$ cat src/pci_pkg.sv
// Purpose: Constants and carrier types for the panel/CPU shared interface area.
// Assumes: Registers are word-indexed; byte address is four times the index.
// Notes: All offsets below are register indices, not byte addresses.
// Summary of operation
// - Handshake bit 0 marks the mailbox locked; only the panel ever sets it.
// - CPU acknowledges a transfer with bit 1 for error or bit 2 for success.
// - Panel sets handshake bit 3 once a record transfer has finished.
// - Job area is four 16-bit words: job number then three parameters.
// - A non-zero job number is executed, then cleared to zero by the panel.
// - Panel writes its coupling identifier into its own byte.
// - Time field holds hours, minutes and seconds, one byte each.
// - Date field holds weekday, day, month and year, one byte each.
// - All time and date bytes are binary-coded decimal.
// - Date and time are copied in only when job 41 runs.
// - Direct transfer writes each variable to its address when below MW; unaddressed and out-of-range ones are skipped.
// - Indirect transfer puts values only, no addresses, into the mailbox.
// - For an indirect read the CPU fills the mailbox before the panel reads.
// - Panel aborts a transfer if already locked, otherwise it sets the lock (only in ST_IDLE; an unlocked start in another state is dropped).
// - On a lock request the panel sets the lock and clears the request together.
`default_nettype none
package pci_pkg;
   // =====================================================================
   // Register indices
   localparam logic [7:0] IDX_HSK = 8'h03;
   localparam logic [7:0] IDX_JOB_NUM = 8'h04;
   localparam logic [7:0] IDX_JOB_P1 = 8'h06;
   localparam logic [7:0] IDX_JOB_P2 = 8'h08;
   localparam logic [7:0] IDX_JOB_P3 = 8'h0A;
   localparam logic [7:0] IDX_CPL = 8'h0D;
   localparam logic [7:0] IDX_HOURS = 8'h0F;
   localparam logic [7:0] IDX_MINUTES = 8'h10;
   localparam logic [7:0] IDX_SECONDS = 8'h11;
   localparam logic [7:0] IDX_WEEKDAY = 8'h15;
   localparam logic [7:0] IDX_DAY = 8'h16;
   localparam logic [7:0] IDX_MONTH = 8'h17;
   localparam logic [7:0] IDX_YEAR = 8'h18;
   localparam logic [7:0] IDX_STATUS = 8'h1C;
   localparam logic [7:0] IDX_MBOX = 8'h20;
   // =====================================================================
   // Handshake bit positions
   localparam int HB_LOCKED = 0;
   localparam int HB_ERR = 1;
   localparam int HB_OK = 2;
   localparam int HB_DONE = 3;
   localparam int HB_REQ = 4;
   localparam int HB_READ = 5;
   localparam int HB_LOCKREQ = 6;
   localparam logic [7:0] HSK_RESET = 8'h00;
   localparam logic [15:0] JOB_DATE_TIME = 16'h0029;
   localparam logic [1:0] RESP_OKAY = 2'h0;
   localparam logic [1:0] RESP_SLVERR = 2'h2;
   // =====================================================================
   // Types
   typedef enum logic [2:0] {ST_IDLE, ST_LOCKED, ST_FILL, ST_WAIT_ACK, ST_READ} pci_state_t;
   typedef struct packed {
      logic [7:0] hours;
      logic [7:0] minutes;
      logic [7:0] seconds;
      logic [7:0] weekday;
      logic [7:0] day;
      logic [7:0] month;
      logic [7:0] year;
   } pci_clock_t;
   typedef struct packed {
      logic [15:0] number;
      logic [15:0] p1;
      logic [15:0] p2;
      logic [15:0] p3;
   } pci_job_t;
   typedef struct packed {
      logic [15:0] value;
      logic [7:0] addr;
      logic addr_ok;
      logic last;
   } pci_rec_t;
endpackage
`default_nettype wire

$ cat src/pci_area.sv
// Purpose: Panel-side logic of the shared interface area, reached by the CPU over AXI4-Lite.
// Assumes: Panel user logic runs on core_clk; the CPU is the AXI4-Lite master.
// Notes: The mailbox also serves as the variable area for direct transfers.
`timescale 1ns/100ps
`default_nettype none
module pci_area #(
   parameter int MW = 16,
   parameter logic [7:0] COUPLING_ID = 8'h5A // Arbitrary value.
) (
   input wire logic core_clk,
   input wire logic rst,
   input wire logic s_axi_awvalid,
   output logic s_axi_awready,
   input wire logic [9:0] s_axi_awaddr,
   input wire logic s_axi_wvalid,
   output logic s_axi_wready,
   input wire logic [31:0] s_axi_wdata,
   input wire logic [3:0] s_axi_wstrb,
   output logic s_axi_bvalid,
   input wire logic s_axi_bready,
   output logic [1:0] s_axi_bresp,
   input wire logic s_axi_arvalid,
   output logic s_axi_arready,
   input wire logic [9:0] s_axi_araddr,
   output logic s_axi_rvalid,
   input wire logic s_axi_rready,
   output logic [31:0] s_axi_rdata,
   output logic [1:0] s_axi_rresp,
   output logic job_valid,
   input wire logic job_ready,
   output pci_pkg::pci_job_t job_data,
   input wire pci_pkg::pci_clock_t rtc_now,
   input wire logic xfer_start,
   input wire logic xfer_direct,
   output logic xfer_abort,
   output logic xfer_done,
   output logic xfer_err,
   output logic fetch_req,
   output logic [15:0] fetch_id,
   input wire logic rec_valid,
   output logic rec_ready,
   input wire pci_pkg::pci_rec_t rec_in,
   output logic rd_valid,
   input wire logic rd_ready,
   output logic [15:0] rd_data,
   output logic rd_last
);
   localparam int PW = $clog2(MW);
   // =====================================================================
   // State
   typedef struct packed {
      pci_pkg::pci_state_t st;
      logic [7:0] hsk;
      pci_pkg::pci_job_t job;
      logic [7:0] cpl;
      logic cpl_loaded;
      pci_pkg::pci_clock_t clk;
      logic bcd_rejected;
      logic [MW-1:0][15:0] mbox;
      logic [PW-1:0] ptr;
      logic direct;
      logic aw_v;
      logic [7:0] aw_idx;
      logic w_v;
      logic [15:0] w_data;
      logic [1:0] w_strb;
      logic bv;
      logic [1:0] bresp;
      logic rv;
      logic [31:0] rdata;
      logic [1:0] rresp;
      logic abort_p;
      logic done_p;
      logic err_p;
      logic fetch_p;
   } pci_reg_t;
   pci_reg_t s_q;
   pci_reg_t s_d;
   logic wr_fire;
   logic job_take;
   logic [7:0] r_off;
   logic [7:0] w_off;
   logic r_hit;
   logic w_hit;
   // =====================================================================
   // Helpers
   function automatic logic bcd_ok(input logic [7:0] v);
      bcd_ok = (v[7:4] <= 4'h9) && (v[3:0] <= 4'h9);
   endfunction
   function automatic logic clock_ok(input pci_pkg::pci_clock_t c);
      clock_ok = bcd_ok(c.hours) && bcd_ok(c.minutes) && bcd_ok(c.seconds) &&
         bcd_ok(c.weekday) && bcd_ok(c.day) && bcd_ok(c.month) && bcd_ok(c.year);
   endfunction
   assign wr_fire = s_q.aw_v && s_q.w_v && !s_q.bv;
   assign job_take = job_valid && job_ready;
   assign r_off = s_axi_araddr[9:2] - pci_pkg::IDX_MBOX;
   assign w_off = s_q.aw_idx - pci_pkg::IDX_MBOX;
   assign r_hit = (s_axi_araddr[9:2] >= pci_pkg::IDX_MBOX) && (r_off < 8'(MW));
   assign w_hit = (s_q.aw_idx >= pci_pkg::IDX_MBOX) && (w_off < 8'(MW));
   // =====================================================================
   // Next state
   always_comb begin
      s_d = s_q;
      s_d.abort_p = 1'b0;
      s_d.done_p = 1'b0;
      s_d.err_p = 1'b0;
      s_d.fetch_p = 1'b0;
      // Identifier is loaded on the first edge after reset release.
      if (!s_q.cpl_loaded) begin
         s_d.cpl = COUPLING_ID;
         s_d.cpl_loaded = 1'b1;
      end
      // Consumption clears first so a CPU write in the same cycle wins.
      if (job_take) begin
         s_d.job.number = 16'h0000;
         if (s_q.job.number == pci_pkg::JOB_DATE_TIME) begin
            if (clock_ok(rtc_now)) begin
               s_d.clk = rtc_now;
            end
         end
      end
      // Write channel.
      if (s_axi_awvalid && s_axi_awready) begin
         s_d.aw_v = 1'b1;
         s_d.aw_idx = s_axi_awaddr[9:2];
      end
      if (s_axi_wvalid && s_axi_wready) begin
         s_d.w_v = 1'b1;
         s_d.w_data = s_axi_wdata[15:0];
         s_d.w_strb = s_axi_wstrb[1:0];
      end
      if (s_q.bv && s_axi_bready) begin
         s_d.bv = 1'b0;
      end
      if (wr_fire) begin
         s_d.aw_v = 1'b0;
         s_d.w_v = 1'b0;
         s_d.bv = 1'b1;
         s_d.bresp = pci_pkg::RESP_OKAY;
         case (s_q.aw_idx)
            pci_pkg::IDX_HSK: begin
               if (s_q.w_strb[0]) begin
                  // CPU may release the lock but never take it.
                  s_d.hsk[pci_pkg::HB_LOCKED] = s_q.hsk[0] & s_q.w_data[0];
                  s_d.hsk[2:1] = s_q.w_data[2:1];
                  s_d.hsk[6:4] = s_q.w_data[6:4];
               end
            end
            pci_pkg::IDX_JOB_NUM: begin
               // Parameters are not captured here; job_data shows their current values until the job is taken.
               if (s_q.w_strb[0]) s_d.job.number[7:0] = s_q.w_data[7:0];
               if (s_q.w_strb[1]) s_d.job.number[15:8] = s_q.w_data[15:8];
            end
            pci_pkg::IDX_JOB_P1: begin
               if (s_q.w_strb[0]) s_d.job.p1[7:0] = s_q.w_data[7:0];
               if (s_q.w_strb[1]) s_d.job.p1[15:8] = s_q.w_data[15:8];
            end
            pci_pkg::IDX_JOB_P2: begin
               if (s_q.w_strb[0]) s_d.job.p2[7:0] = s_q.w_data[7:0];
               if (s_q.w_strb[1]) s_d.job.p2[15:8] = s_q.w_data[15:8];
            end
            pci_pkg::IDX_JOB_P3: begin
               if (s_q.w_strb[0]) s_d.job.p3[7:0] = s_q.w_data[7:0];
               if (s_q.w_strb[1]) s_d.job.p3[15:8] = s_q.w_data[15:8];
            end
            pci_pkg::IDX_STATUS: begin
               if (s_q.w_strb[0] && s_q.w_data[7]) s_d.bcd_rejected = 1'b0;
            end
            pci_pkg::IDX_CPL, pci_pkg::IDX_HOURS, pci_pkg::IDX_MINUTES,
            pci_pkg::IDX_SECONDS, pci_pkg::IDX_WEEKDAY, pci_pkg::IDX_DAY,
            pci_pkg::IDX_MONTH, pci_pkg::IDX_YEAR: begin
               s_d.bresp = pci_pkg::RESP_OKAY;
            end
            default: begin
               if (w_hit) begin
                  if (s_q.w_strb[0]) s_d.mbox[w_off[PW-1:0]][7:0] = s_q.w_data[7:0];
                  if (s_q.w_strb[1]) s_d.mbox[w_off[PW-1:0]][15:8] = s_q.w_data[15:8];
               end else begin
                  s_d.bresp = pci_pkg::RESP_SLVERR;
               end
            end
         endcase
      end
      // A rejected time sample beats a status clear in the same cycle.
      if (job_take && (s_q.job.number == pci_pkg::JOB_DATE_TIME) && !clock_ok(rtc_now)) begin
         s_d.bcd_rejected = 1'b1;
      end
      // Read channel.
      if (s_q.rv && s_axi_rready) begin
         s_d.rv = 1'b0;
      end
      if (s_axi_arvalid && s_axi_arready) begin
         s_d.rv = 1'b1;
         s_d.rresp = pci_pkg::RESP_OKAY;
         s_d.rdata = 32'h00000000;
         case (s_axi_araddr[9:2])
            pci_pkg::IDX_HSK: s_d.rdata[7:0] = s_q.hsk;
            pci_pkg::IDX_JOB_NUM: s_d.rdata[15:0] = s_q.job.number;
            pci_pkg::IDX_JOB_P1: s_d.rdata[15:0] = s_q.job.p1;
            pci_pkg::IDX_JOB_P2: s_d.rdata[15:0] = s_q.job.p2;
            pci_pkg::IDX_JOB_P3: s_d.rdata[15:0] = s_q.job.p3;
            pci_pkg::IDX_CPL: s_d.rdata[7:0] = s_q.cpl;
            pci_pkg::IDX_HOURS: s_d.rdata[7:0] = s_q.clk.hours;
            pci_pkg::IDX_MINUTES: s_d.rdata[7:0] = s_q.clk.minutes;
            pci_pkg::IDX_SECONDS: s_d.rdata[7:0] = s_q.clk.seconds;
            pci_pkg::IDX_WEEKDAY: s_d.rdata[7:0] = s_q.clk.weekday;
            pci_pkg::IDX_DAY: s_d.rdata[7:0] = s_q.clk.day;
            pci_pkg::IDX_MONTH: s_d.rdata[7:0] = s_q.clk.month;
            pci_pkg::IDX_YEAR: s_d.rdata[7:0] = s_q.clk.year;
            pci_pkg::IDX_STATUS: s_d.rdata[7:0] = {s_q.bcd_rejected, 4'h0, s_q.st};
            default: begin
               if (r_hit) begin
                  s_d.rdata[15:0] = s_q.mbox[r_off[PW-1:0]];
               end else begin
                  s_d.rresp = pci_pkg::RESP_SLVERR;
               end
            end
         endcase
      end
      // A start while the mailbox is locked is refused in every state, never queued.
      if (xfer_start && s_q.hsk[pci_pkg::HB_LOCKED]) begin
         s_d.abort_p = 1'b1;
      end
      // Transfer sequencer; its updates follow the CPU write so panel sets win.
      case (s_q.st)
         pci_pkg::ST_IDLE: begin
            if (xfer_start) begin
               if (s_q.hsk[pci_pkg::HB_LOCKED]) begin
                  s_d.abort_p = 1'b1;
               end else begin
                  s_d.hsk[pci_pkg::HB_LOCKED] = 1'b1;
                  s_d.direct = xfer_direct;
                  s_d.ptr = '0;
                  s_d.st = pci_pkg::ST_FILL;
               end
            end else if (s_q.hsk[pci_pkg::HB_LOCKREQ] && !s_q.hsk[pci_pkg::HB_LOCKED]) begin
               s_d.hsk[pci_pkg::HB_LOCKED] = 1'b1;
               s_d.hsk[pci_pkg::HB_LOCKREQ] = 1'b0;
               s_d.st = pci_pkg::ST_LOCKED;
            end else if (s_q.hsk[pci_pkg::HB_READ]) begin
               s_d.ptr = '0;
               s_d.st = pci_pkg::ST_READ;
            end
         end
         pci_pkg::ST_LOCKED: begin
            if (s_q.hsk[pci_pkg::HB_REQ]) begin
               s_d.hsk[pci_pkg::HB_REQ] = 1'b0;
               s_d.fetch_p = 1'b1;
               s_d.direct = xfer_direct;
               s_d.ptr = '0;
               s_d.st = pci_pkg::ST_FILL;
            end else if (!s_q.hsk[pci_pkg::HB_LOCKED]) begin
               s_d.st = pci_pkg::ST_IDLE;
            end
         end
         pci_pkg::ST_FILL: begin
            if (rec_valid) begin
               if (s_q.direct) begin
                  if (rec_in.addr_ok && (rec_in.addr < 8'(MW))) begin
                     s_d.mbox[rec_in.addr[PW-1:0]] = rec_in.value;
                  end
               end else begin
                  s_d.mbox[s_q.ptr] = rec_in.value;
                  s_d.ptr = s_q.ptr + 1'b1;
               end
               if (rec_in.last) begin
                  s_d.hsk[pci_pkg::HB_DONE] = 1'b1;
                  s_d.st = pci_pkg::ST_WAIT_ACK;
               end
            end
         end
         pci_pkg::ST_WAIT_ACK: begin
            // The lock release by the CPU, with the error or success bit set, closes the exchange.
            if (!s_q.hsk[pci_pkg::HB_LOCKED] && (s_q.hsk[pci_pkg::HB_ERR] || s_q.hsk[pci_pkg::HB_OK])) begin
               s_d.hsk[3:1] = 3'h0;
               s_d.done_p = 1'b1;
               s_d.err_p = s_q.hsk[pci_pkg::HB_ERR];
               s_d.st = pci_pkg::ST_IDLE;
            end
         end
         pci_pkg::ST_READ: begin
            if (rd_ready) begin
               s_d.ptr = s_q.ptr + 1'b1;
               if (rd_last) begin
                  s_d.hsk[pci_pkg::HB_READ] = 1'b0;
                  s_d.st = pci_pkg::ST_IDLE;
               end
            end
         end
         default: begin
            s_d.st = pci_pkg::ST_IDLE;
         end
      endcase
   end
   always_ff @(posedge core_clk or posedge rst) begin
      if (rst) begin
         s_q <= '0;
      end else begin
         s_q <= s_d;
      end
   end
   // =====================================================================
   // Outputs
   assign s_axi_awready = !s_q.aw_v;
   assign s_axi_wready = !s_q.w_v;
   assign s_axi_bvalid = s_q.bv;
   assign s_axi_bresp = s_q.bresp;
   assign s_axi_arready = !s_q.rv;
   assign s_axi_rvalid = s_q.rv;
   assign s_axi_rdata = s_q.rdata;
   assign s_axi_rresp = s_q.rresp;
   assign job_valid = (s_q.job.number != 16'h0000);
   assign job_data = s_q.job;
   assign xfer_abort = s_q.abort_p;
   assign xfer_done = s_q.done_p;
   assign xfer_err = s_q.err_p;
   assign fetch_req = s_q.fetch_p;
   assign fetch_id = s_q.mbox[0];
   assign rec_ready = (s_q.st == pci_pkg::ST_FILL);
   assign rd_valid = (s_q.st == pci_pkg::ST_READ);
   assign rd_data = s_q.mbox[s_q.ptr];
   assign rd_last = (s_q.ptr == PW'(MW - 1));
   // =====================================================================
   // Checks
   logic hsk_wr;
   assign hsk_wr = wr_fire && (s_q.aw_idx == pci_pkg::IDX_HSK);
   a_job_consume: assert property (@(posedge core_clk) disable iff (rst)
      job_take && !(wr_fire && s_q.aw_idx == pci_pkg::IDX_JOB_NUM) |=> !job_valid)
      else $error("job number not cleared after consumption");
   a_lock_abort: assert property (@(posedge core_clk) disable iff (rst)
      s_q.st == pci_pkg::ST_IDLE && xfer_start && s_q.hsk[0] |=> xfer_abort && s_q.st == pci_pkg::ST_IDLE)
      else $error("locked mailbox did not abort transfer");
   a_lock_take: assert property (@(posedge core_clk) disable iff (rst)
      s_q.st == pci_pkg::ST_IDLE && xfer_start && !s_q.hsk[0] |=> s_q.hsk[0] && rec_ready)
      else $error("free mailbox not locked on transfer start");
   a_lock_grant: assert property (@(posedge core_clk) disable iff (rst)
      s_q.st == pci_pkg::ST_IDLE && !xfer_start && s_q.hsk[6] && !s_q.hsk[0] && !hsk_wr
      |=> s_q.hsk[0] && !s_q.hsk[6])
      else $error("lock request not granted in one update");
   a_lock_owner: assert property (@(posedge core_clk) disable iff (rst)
      $rose(s_q.hsk[0]) |-> $past(s_q.st) == pci_pkg::ST_IDLE)
      else $error("lock bit rose outside panel grant");
   a_done_flag: assert property (@(posedge core_clk) disable iff (rst)
      rec_valid && rec_ready && rec_in.last |=> s_q.hsk[3] ##0 s_q.st == pci_pkg::ST_WAIT_ACK)
      else $error("done bit not set after last record word");
   a_skip_unaddr: assert property (@(posedge core_clk) disable iff (rst)
      rec_valid && rec_ready && s_q.direct && !rec_in.addr_ok && !wr_fire |=> $stable(s_q.mbox))
      else $error("unaddressed variable was stored");
   a_ack_close: assert property (@(posedge core_clk) disable iff (rst)
      s_q.st == pci_pkg::ST_WAIT_ACK && !s_q.hsk[0] && (s_q.hsk[1] || s_q.hsk[2]) && !hsk_wr
      |=> xfer_done && s_q.hsk[3:1] == 3'h0 ##1 !xfer_done)
      else $error("acknowledge did not close transfer");
   a_clock_bcd: assert property (@(posedge core_clk) disable iff (rst)
      clock_ok(s_q.clk))
      else $error("time or date field not BCD");
   a_date_job: assert property (@(posedge core_clk) disable iff (rst)
      !$stable(s_q.clk) |-> $past(job_take && s_q.job.number == pci_pkg::JOB_DATE_TIME))
      else $error("clock fields changed without date job");
   a_cpl_value: assert property (@(posedge core_clk) disable iff (rst)
      s_q.cpl_loaded |-> s_q.cpl == COUPLING_ID)
      else $error("coupling identifier wrong");
   // The broader form also catches a start that arrives mid-exchange.
   a_busy_abort: assert property (@(posedge core_clk) disable iff (rst)
      xfer_start && s_q.hsk[0] |=> xfer_abort)
      else $error("start while locked was not refused");
   c_lock_abort: cover property (@(posedge core_clk) disable iff (rst) xfer_abort);
   c_job_run: cover property (@(posedge core_clk) disable iff (rst) job_take);
   c_xfer_ok: cover property (@(posedge core_clk) disable iff (rst) xfer_done && !xfer_err);
   c_fetch: cover property (@(posedge core_clk) disable iff (rst) fetch_req);
   c_read_out: cover property (@(posedge core_clk) disable iff (rst) rd_valid && rd_ready && rd_last);
endmodule // pci_area
`default_nettype wire

$ cat config.mk
export PLATFORM = sky130hd
export DESIGN_NAME = pci_area
export DESIGN_NICKNAME = d
export VERILOG_FILES = /design/src/pci_pkg.sv /design/src/pci_area.sv
export SDC_FILE = /design/constraint.sdc
export NUM_CORES = 1
export LEC_CHECK = 0
export BUFFER_PORTS_ARGS = -buffer_cell sky130_fd_sc_hd__buf_4
export CAP_MARGIN = 5
export CORE_MARGIN = 8
export CORE_UTILIZATION = 54
export CTS_CLUSTER_DIAMETER = 120
export CTS_CLUSTER_SIZE = 12
export DETAILED_ROUTE_END_ITERATION = 7
export HOLD_SLACK_MARGIN = 0.03
export PLACE_DENSITY = 0.75
export SLEW_MARGIN = 20
export SYNTH_ARGS = -nofsm -noshare
export SYNTH_HDL_FRONTEND = slang
export SYNTH_SLANG_ARGS = --single-unit
export TNS_END_PERCENT = 5
$ cat constraint.sdc
create_clock -name core_clk -period 13 [get_ports core_clk]
set_input_delay 0 -clock core_clk [delete_from_list [all_inputs] [get_ports core_clk]]
set_output_delay 0 -clock core_clk [all_outputs]
set_load 0.02 [all_outputs]
# After elaboration in Yosys (flattened, before gate mapping)
# Index checks and enable logic that the tools add are counted.
op_classes:
  addsub: 3
  mul: 0
  div: 0
  n_lt_le_gt_ge: 26
  n_eq_ne: 48
  n_shift: 0
  n_mux: 112
  bitwise_logic: 1
  reduce_logical: 67
op_table:
  columns: ["cell", "n"]
  rows:
  - ["$mux 256", 10]
  - ["$bwmux 256", 4]
  - ["$mux 260", 1]
  - ["$mux 257", 1]
  - ["$demux 16 s4", 4]
  - ["$mux 16", 11]
  - ["$bmux 16 s4", 2]
  - ["$eq 8x5->1 const B", 14]
  - ["$pmux 8 s14", 1]
  - ["$mux 8", 9]
  - ["$mux 67", 1]
  - ["$eq 8x4->1 const B", 8]
  - ["$le 4x4->1 const B", 14]
  - ["$mux 3", 18]
  - ["$pmux 8 s5", 1]
  - ["$mux 35", 1]
  - ["$logic_and 1x1->1", 33]
  - ["$eq 8x3->1 const B", 4]
  - ["$mux 1", 28]
  - ["$reduce_or 14->1", 2]
  - ["$lt 8x5->1 const B", 3]
  - ["$reduce_and 3->1", 8]
  - ["$lt 4x5->1 const B", 4]
  - ["$mux 4", 5]
  - ["other kinds (31)", 70]
word_totals:
  ff_bits: 448
  latchBits: 0
  ram_bits: 0
  mem_bits_ro: 0
  in_bits: 150
  output_inout_bits: 145
  elab_cells: 309
  mem_count: 0

# Longest topological paths before layout
depth:
  word_depth: 20
  ltp_mapped: 10
  ltp_nobuf: 7

# Worst setup path before layout
# OpenSTA, ideal clock, no wires.
synth_timing:
  kind: "flip-flop to flip-flop"
  start: "register s_q[71] (netlist name)"
  end: "register s_q (netlist bit fetch_id[10])"
  setup_ps: 77
  t_arrival_ps: 2267
  required_time_ps: 12923
  slack_ps: 10656
  path_stages_with_launch: 11
  path_buffers: 4
  synth_period_minus_slack_ps: 2344
  path_cell_list: "dfrtp_1 buf_2 buf_2 buf_2 inv_1 ha_1 nand3b_1 o22a_1 clkbuf_1 nor2_1 a21oi_1"
synth_lines:
  columns: ["item", "line_no", "source"]
  rows:
  - ["start, declared", "pci_area.sv:77", "pci_reg_t s_q;"]
  - ["start signal, assigned", "pci_area.sv:297", "s_q <= '0;"]
  - ["start signal, assigned", "pci_area.sv:299", "s_q <= s_d;"]

==> summary.md <==
| Metric | Value |
|---|---|
| Largest net degree at the start of global routing | 146 |
| Post-DR wirelength/cell | 27.8 um |
| RSZ-0062 raised after global routing | no |
| Starting density of the core | 54.2% |
| Mapped cell area | 0.0263 mm^2 |
| Via density | 6.68 |
| HPWL Detailed | 56700 um |
| Final setup fails | 0 |
| Detailed-route via count | 21000 |
| First-pass GRT wire length | 132000 um |
| DR DRC count | 0 |
| CTS Sinks | 446 |
| Critical Path RT | 13.41 ns |
| P_leak | 11.9 nW |
| Post-synth top cells | dfrtp_1, nand2_1, o21ai_0 |
| Yosys reg bits | 446 |
| Cell variety after synth | 84 |
| IO Count | 295 |
| Die H | 237 um |
| Layout cells sized above 1 | 26.7% |
| IO Port Bufs | 254 |
| Hold Fails Final Rpt | 0 |
| Crit path DAT | 3.97 ns |
| Setup CP Type | register to register |
| Top FF cell, synth | dfrtp_1 |
| Die area | 0.0561 mm^2 |
| CTS Hold Bufs | 116 |
| Nets | 2673 |
| First-pass detailed-route iteration total | 6 |
| Drt total wl | 87500 um |
| Setup crit end kind | register |
| Slowest-stage cell, CP | o22ai_4 |
| Global-route usage over all layers | 30.4% |
| Crit path max fanout | 61 |
| Slew @ Worst Pin | 1.16 ns |
| Status | finished, final reports clean |
| Top cell type by total area after synthesis | dfrtp_1 |
| Htree depth | 2 |
| Post_cts resized | 0 |
| Worst slew margin | 22.4% |
| Max Root-Sink Buffers | 3 |
| Gr ovfl total | 0 |
| Met3 usage | 7.11% |
| Max-cap violation count | 0 |
| CTS tree | done |
| Post-synth EDFFs | 0 |
| Clock Pin Slew Worst Setup and Hold Paths | 0.06 ns |
| Post-CTS setup buffer count | 0 |
| Core Region | 0.0485 mm^2 |
| Overall power | 4.89 mW |
| Initial antenna violation count | 3 |
| Async SR Flop Fraction | 100% |
| Ranking of synthesized cells by area | dfrtp_1, mux4_2, mux2i_1 |
| Drt first-iter violations | 2575 |
| Post-synthesis area per instance | 11.0 um^2 |
| Met2 Use GR | 47.8% |
| P per Cell Area | 163 mW/mm^2 |
| Cell Count Post-Placement | 2977 |
| Fmax | 0.281 GHz |
| Clock root buffer | clkbuf_16 |
| Gr busiest metal | met2 |
| Synth Warn # | 0 |
| Final Instance Count excl. Fillers | 3146 |
| Post-layout min period | 3.56 ns |
| Vias in the first global route | 21400 |
| Post-synthesis sequential area ratio | 42.4% |
| Post-synthesis instance total | 2393 |
| Fillers | 3696 |
| Die W | 237 um |
| Worst VDD drop | 0.101 mV |
| Num rows | 81 |
| CP Cell Sequence | buf_4, ha_1, inv_1, or3_1, o22ai_4, o21ai_0 |
| Max Clock Skew | 0.0242 ns |
| CTS buffer count | 43 |
| Worst hold slack | 0.0718 ns |
| CP startpoint kind | register |
| GP Congestion | 0.954 |
| Post-DRT Antenna Nets | 0 |
| Worst-Skew Late Latency | 0.59 ns |
| Setup TNS | 0 ns |
| Worst min path class | primary input to asynchronous set/reset pin |
| Synth top area share | 42.4% |
| Top-count cell post-synth | dfrtp_1 |
| CP peak stage delay | 0.89 ns |
| Area grow syn2layout | 14.2% |
| Met1 Usage GRT | 39.4% |
| Slew Viols, Final | 0 |
| Crit share post-route | 27.4% |
-- routing by layer --
layer / share of wire (%) / wire, um / up-vias
met5: 0.014 / 12 / -
met4: 5.3 / 4620 / 2
met3: 10 / 8930 / 313
met2: 46 / 40400 / 1369
met1: 38 / 33500 / 10500
li1: - / - / 8857
-- power by group --
part	switching [mW]	leakage [nW]	internal, mW
Combinational	0.813	6.45	0.755
Clock	0.533	0.561	0.601
Sequential	0.514	4.90	1.67
-- placed cells by master, fill, tap and decap left out, drive strengths merged, types with 4 or more instances in the layout --
cell,count
a311oi,8
mux4,147
a31oi,5
ha,6
a221oi,8
dfrtp,446
nand4b,14
buf,282
or2,5
dlygate4sd3,116
o211ai,6
nand4,26
nor3b,6
nor2,58
conb,19
o21ai,287
diode,4
mux2,141
a22o,25
clkbuf,45
inv,18
nor2b,18
a22oi,24
and4,4
and3,12
nor3,20
nand3b,11
a21oi,38
and2,11
nand3,31
or4,6
nor4,8
nor4b,5
o22ai,22
mux2i,275
nand2,290
a21boi,5
nand2b,18
-- registers in the layout, summed over array words and instances (netlist names) --
signal        count
s_axi_rvalid      1
job_data         64
xfer_done         1
s_q             342
xfer_err          1
fetch_req         1
s_axi_bresp       1
fetch_id         16
xfer_abort        1
s_axi_bvalid      1
s_axi_rresp       1
s_axi_rdata      16
-- area by class of cell --
cell class	instances	area [um^2]	area share (%)
multi-input cells	1612	13600	45.2
flip-flops and latches	446	11200	37.1
repair buffers	398	3310	11.0
clock buffers	45	1100	3.68
well taps	622	778	2.59
inverters	16	67.6	0.225
clock inverters	3	36.3	0.121
diodes	4	10.0	0.0333
-- logic make-up after synthesis --
logic type | count (synthesis) | share of synthesized area [%]
buffers and inverters | 352 | 7.01
multiplexers | 563 | 29.1
AND/OR/NAND/NOR | 560 | 10.8
other | 2 | 0.0285
XOR/XNOR | 3 | 0.0998
adder cells (fa/ha/maj) | 6 | 0.285
flip-flops | 446 | 42.4
AO/OA/AOI/OAI | 461 | 10.3
-- final timing paths --
check | from | slack (ns) | to | depth (start not counted)
setup reg to reg | s_q[72] | 9.44 | s_q[137] | 6
hold reg to reg | s_q[388] | 0.42 | s_q[390] | 1
max in group asynchronous | rst | 10.65 | s_q[71] | 5
setup / recovery | s_q[72] | 9.44 | s_q[137] | 6
min in group core_clk | s_axi_araddr[5] | 0.13 | s_axi_rdata[1] | 3
hold / removal | rst | 0.07 | job_data[43] | 3
-- through the flow --
step	cell area (um^2)	util, %	worst slack [ns]
6_report	30100	61.9	9.44
3_3_place_gp	27700	57.1	9.55
4_1_cts	30000	61.8	9.39
2_1_floorplan	26400	-	0.571
3_5_place_dp	27700	57.1	9.42
5_1_grt	30100	61.9	9.25
-- worst max-delay path, delay by kind of cell, from the launching register on --
kind,cells,cell delay [ns]
AO/OA/AOI/OAI,2,1.12
buffers and inverters,2,0.90
flip-flops,1,0.50
AND/OR/NAND/NOR,1,0.49
adder cells (fa/ha/maj),1,0.35
Note: power is estimated with default switching activity, not from simulation.
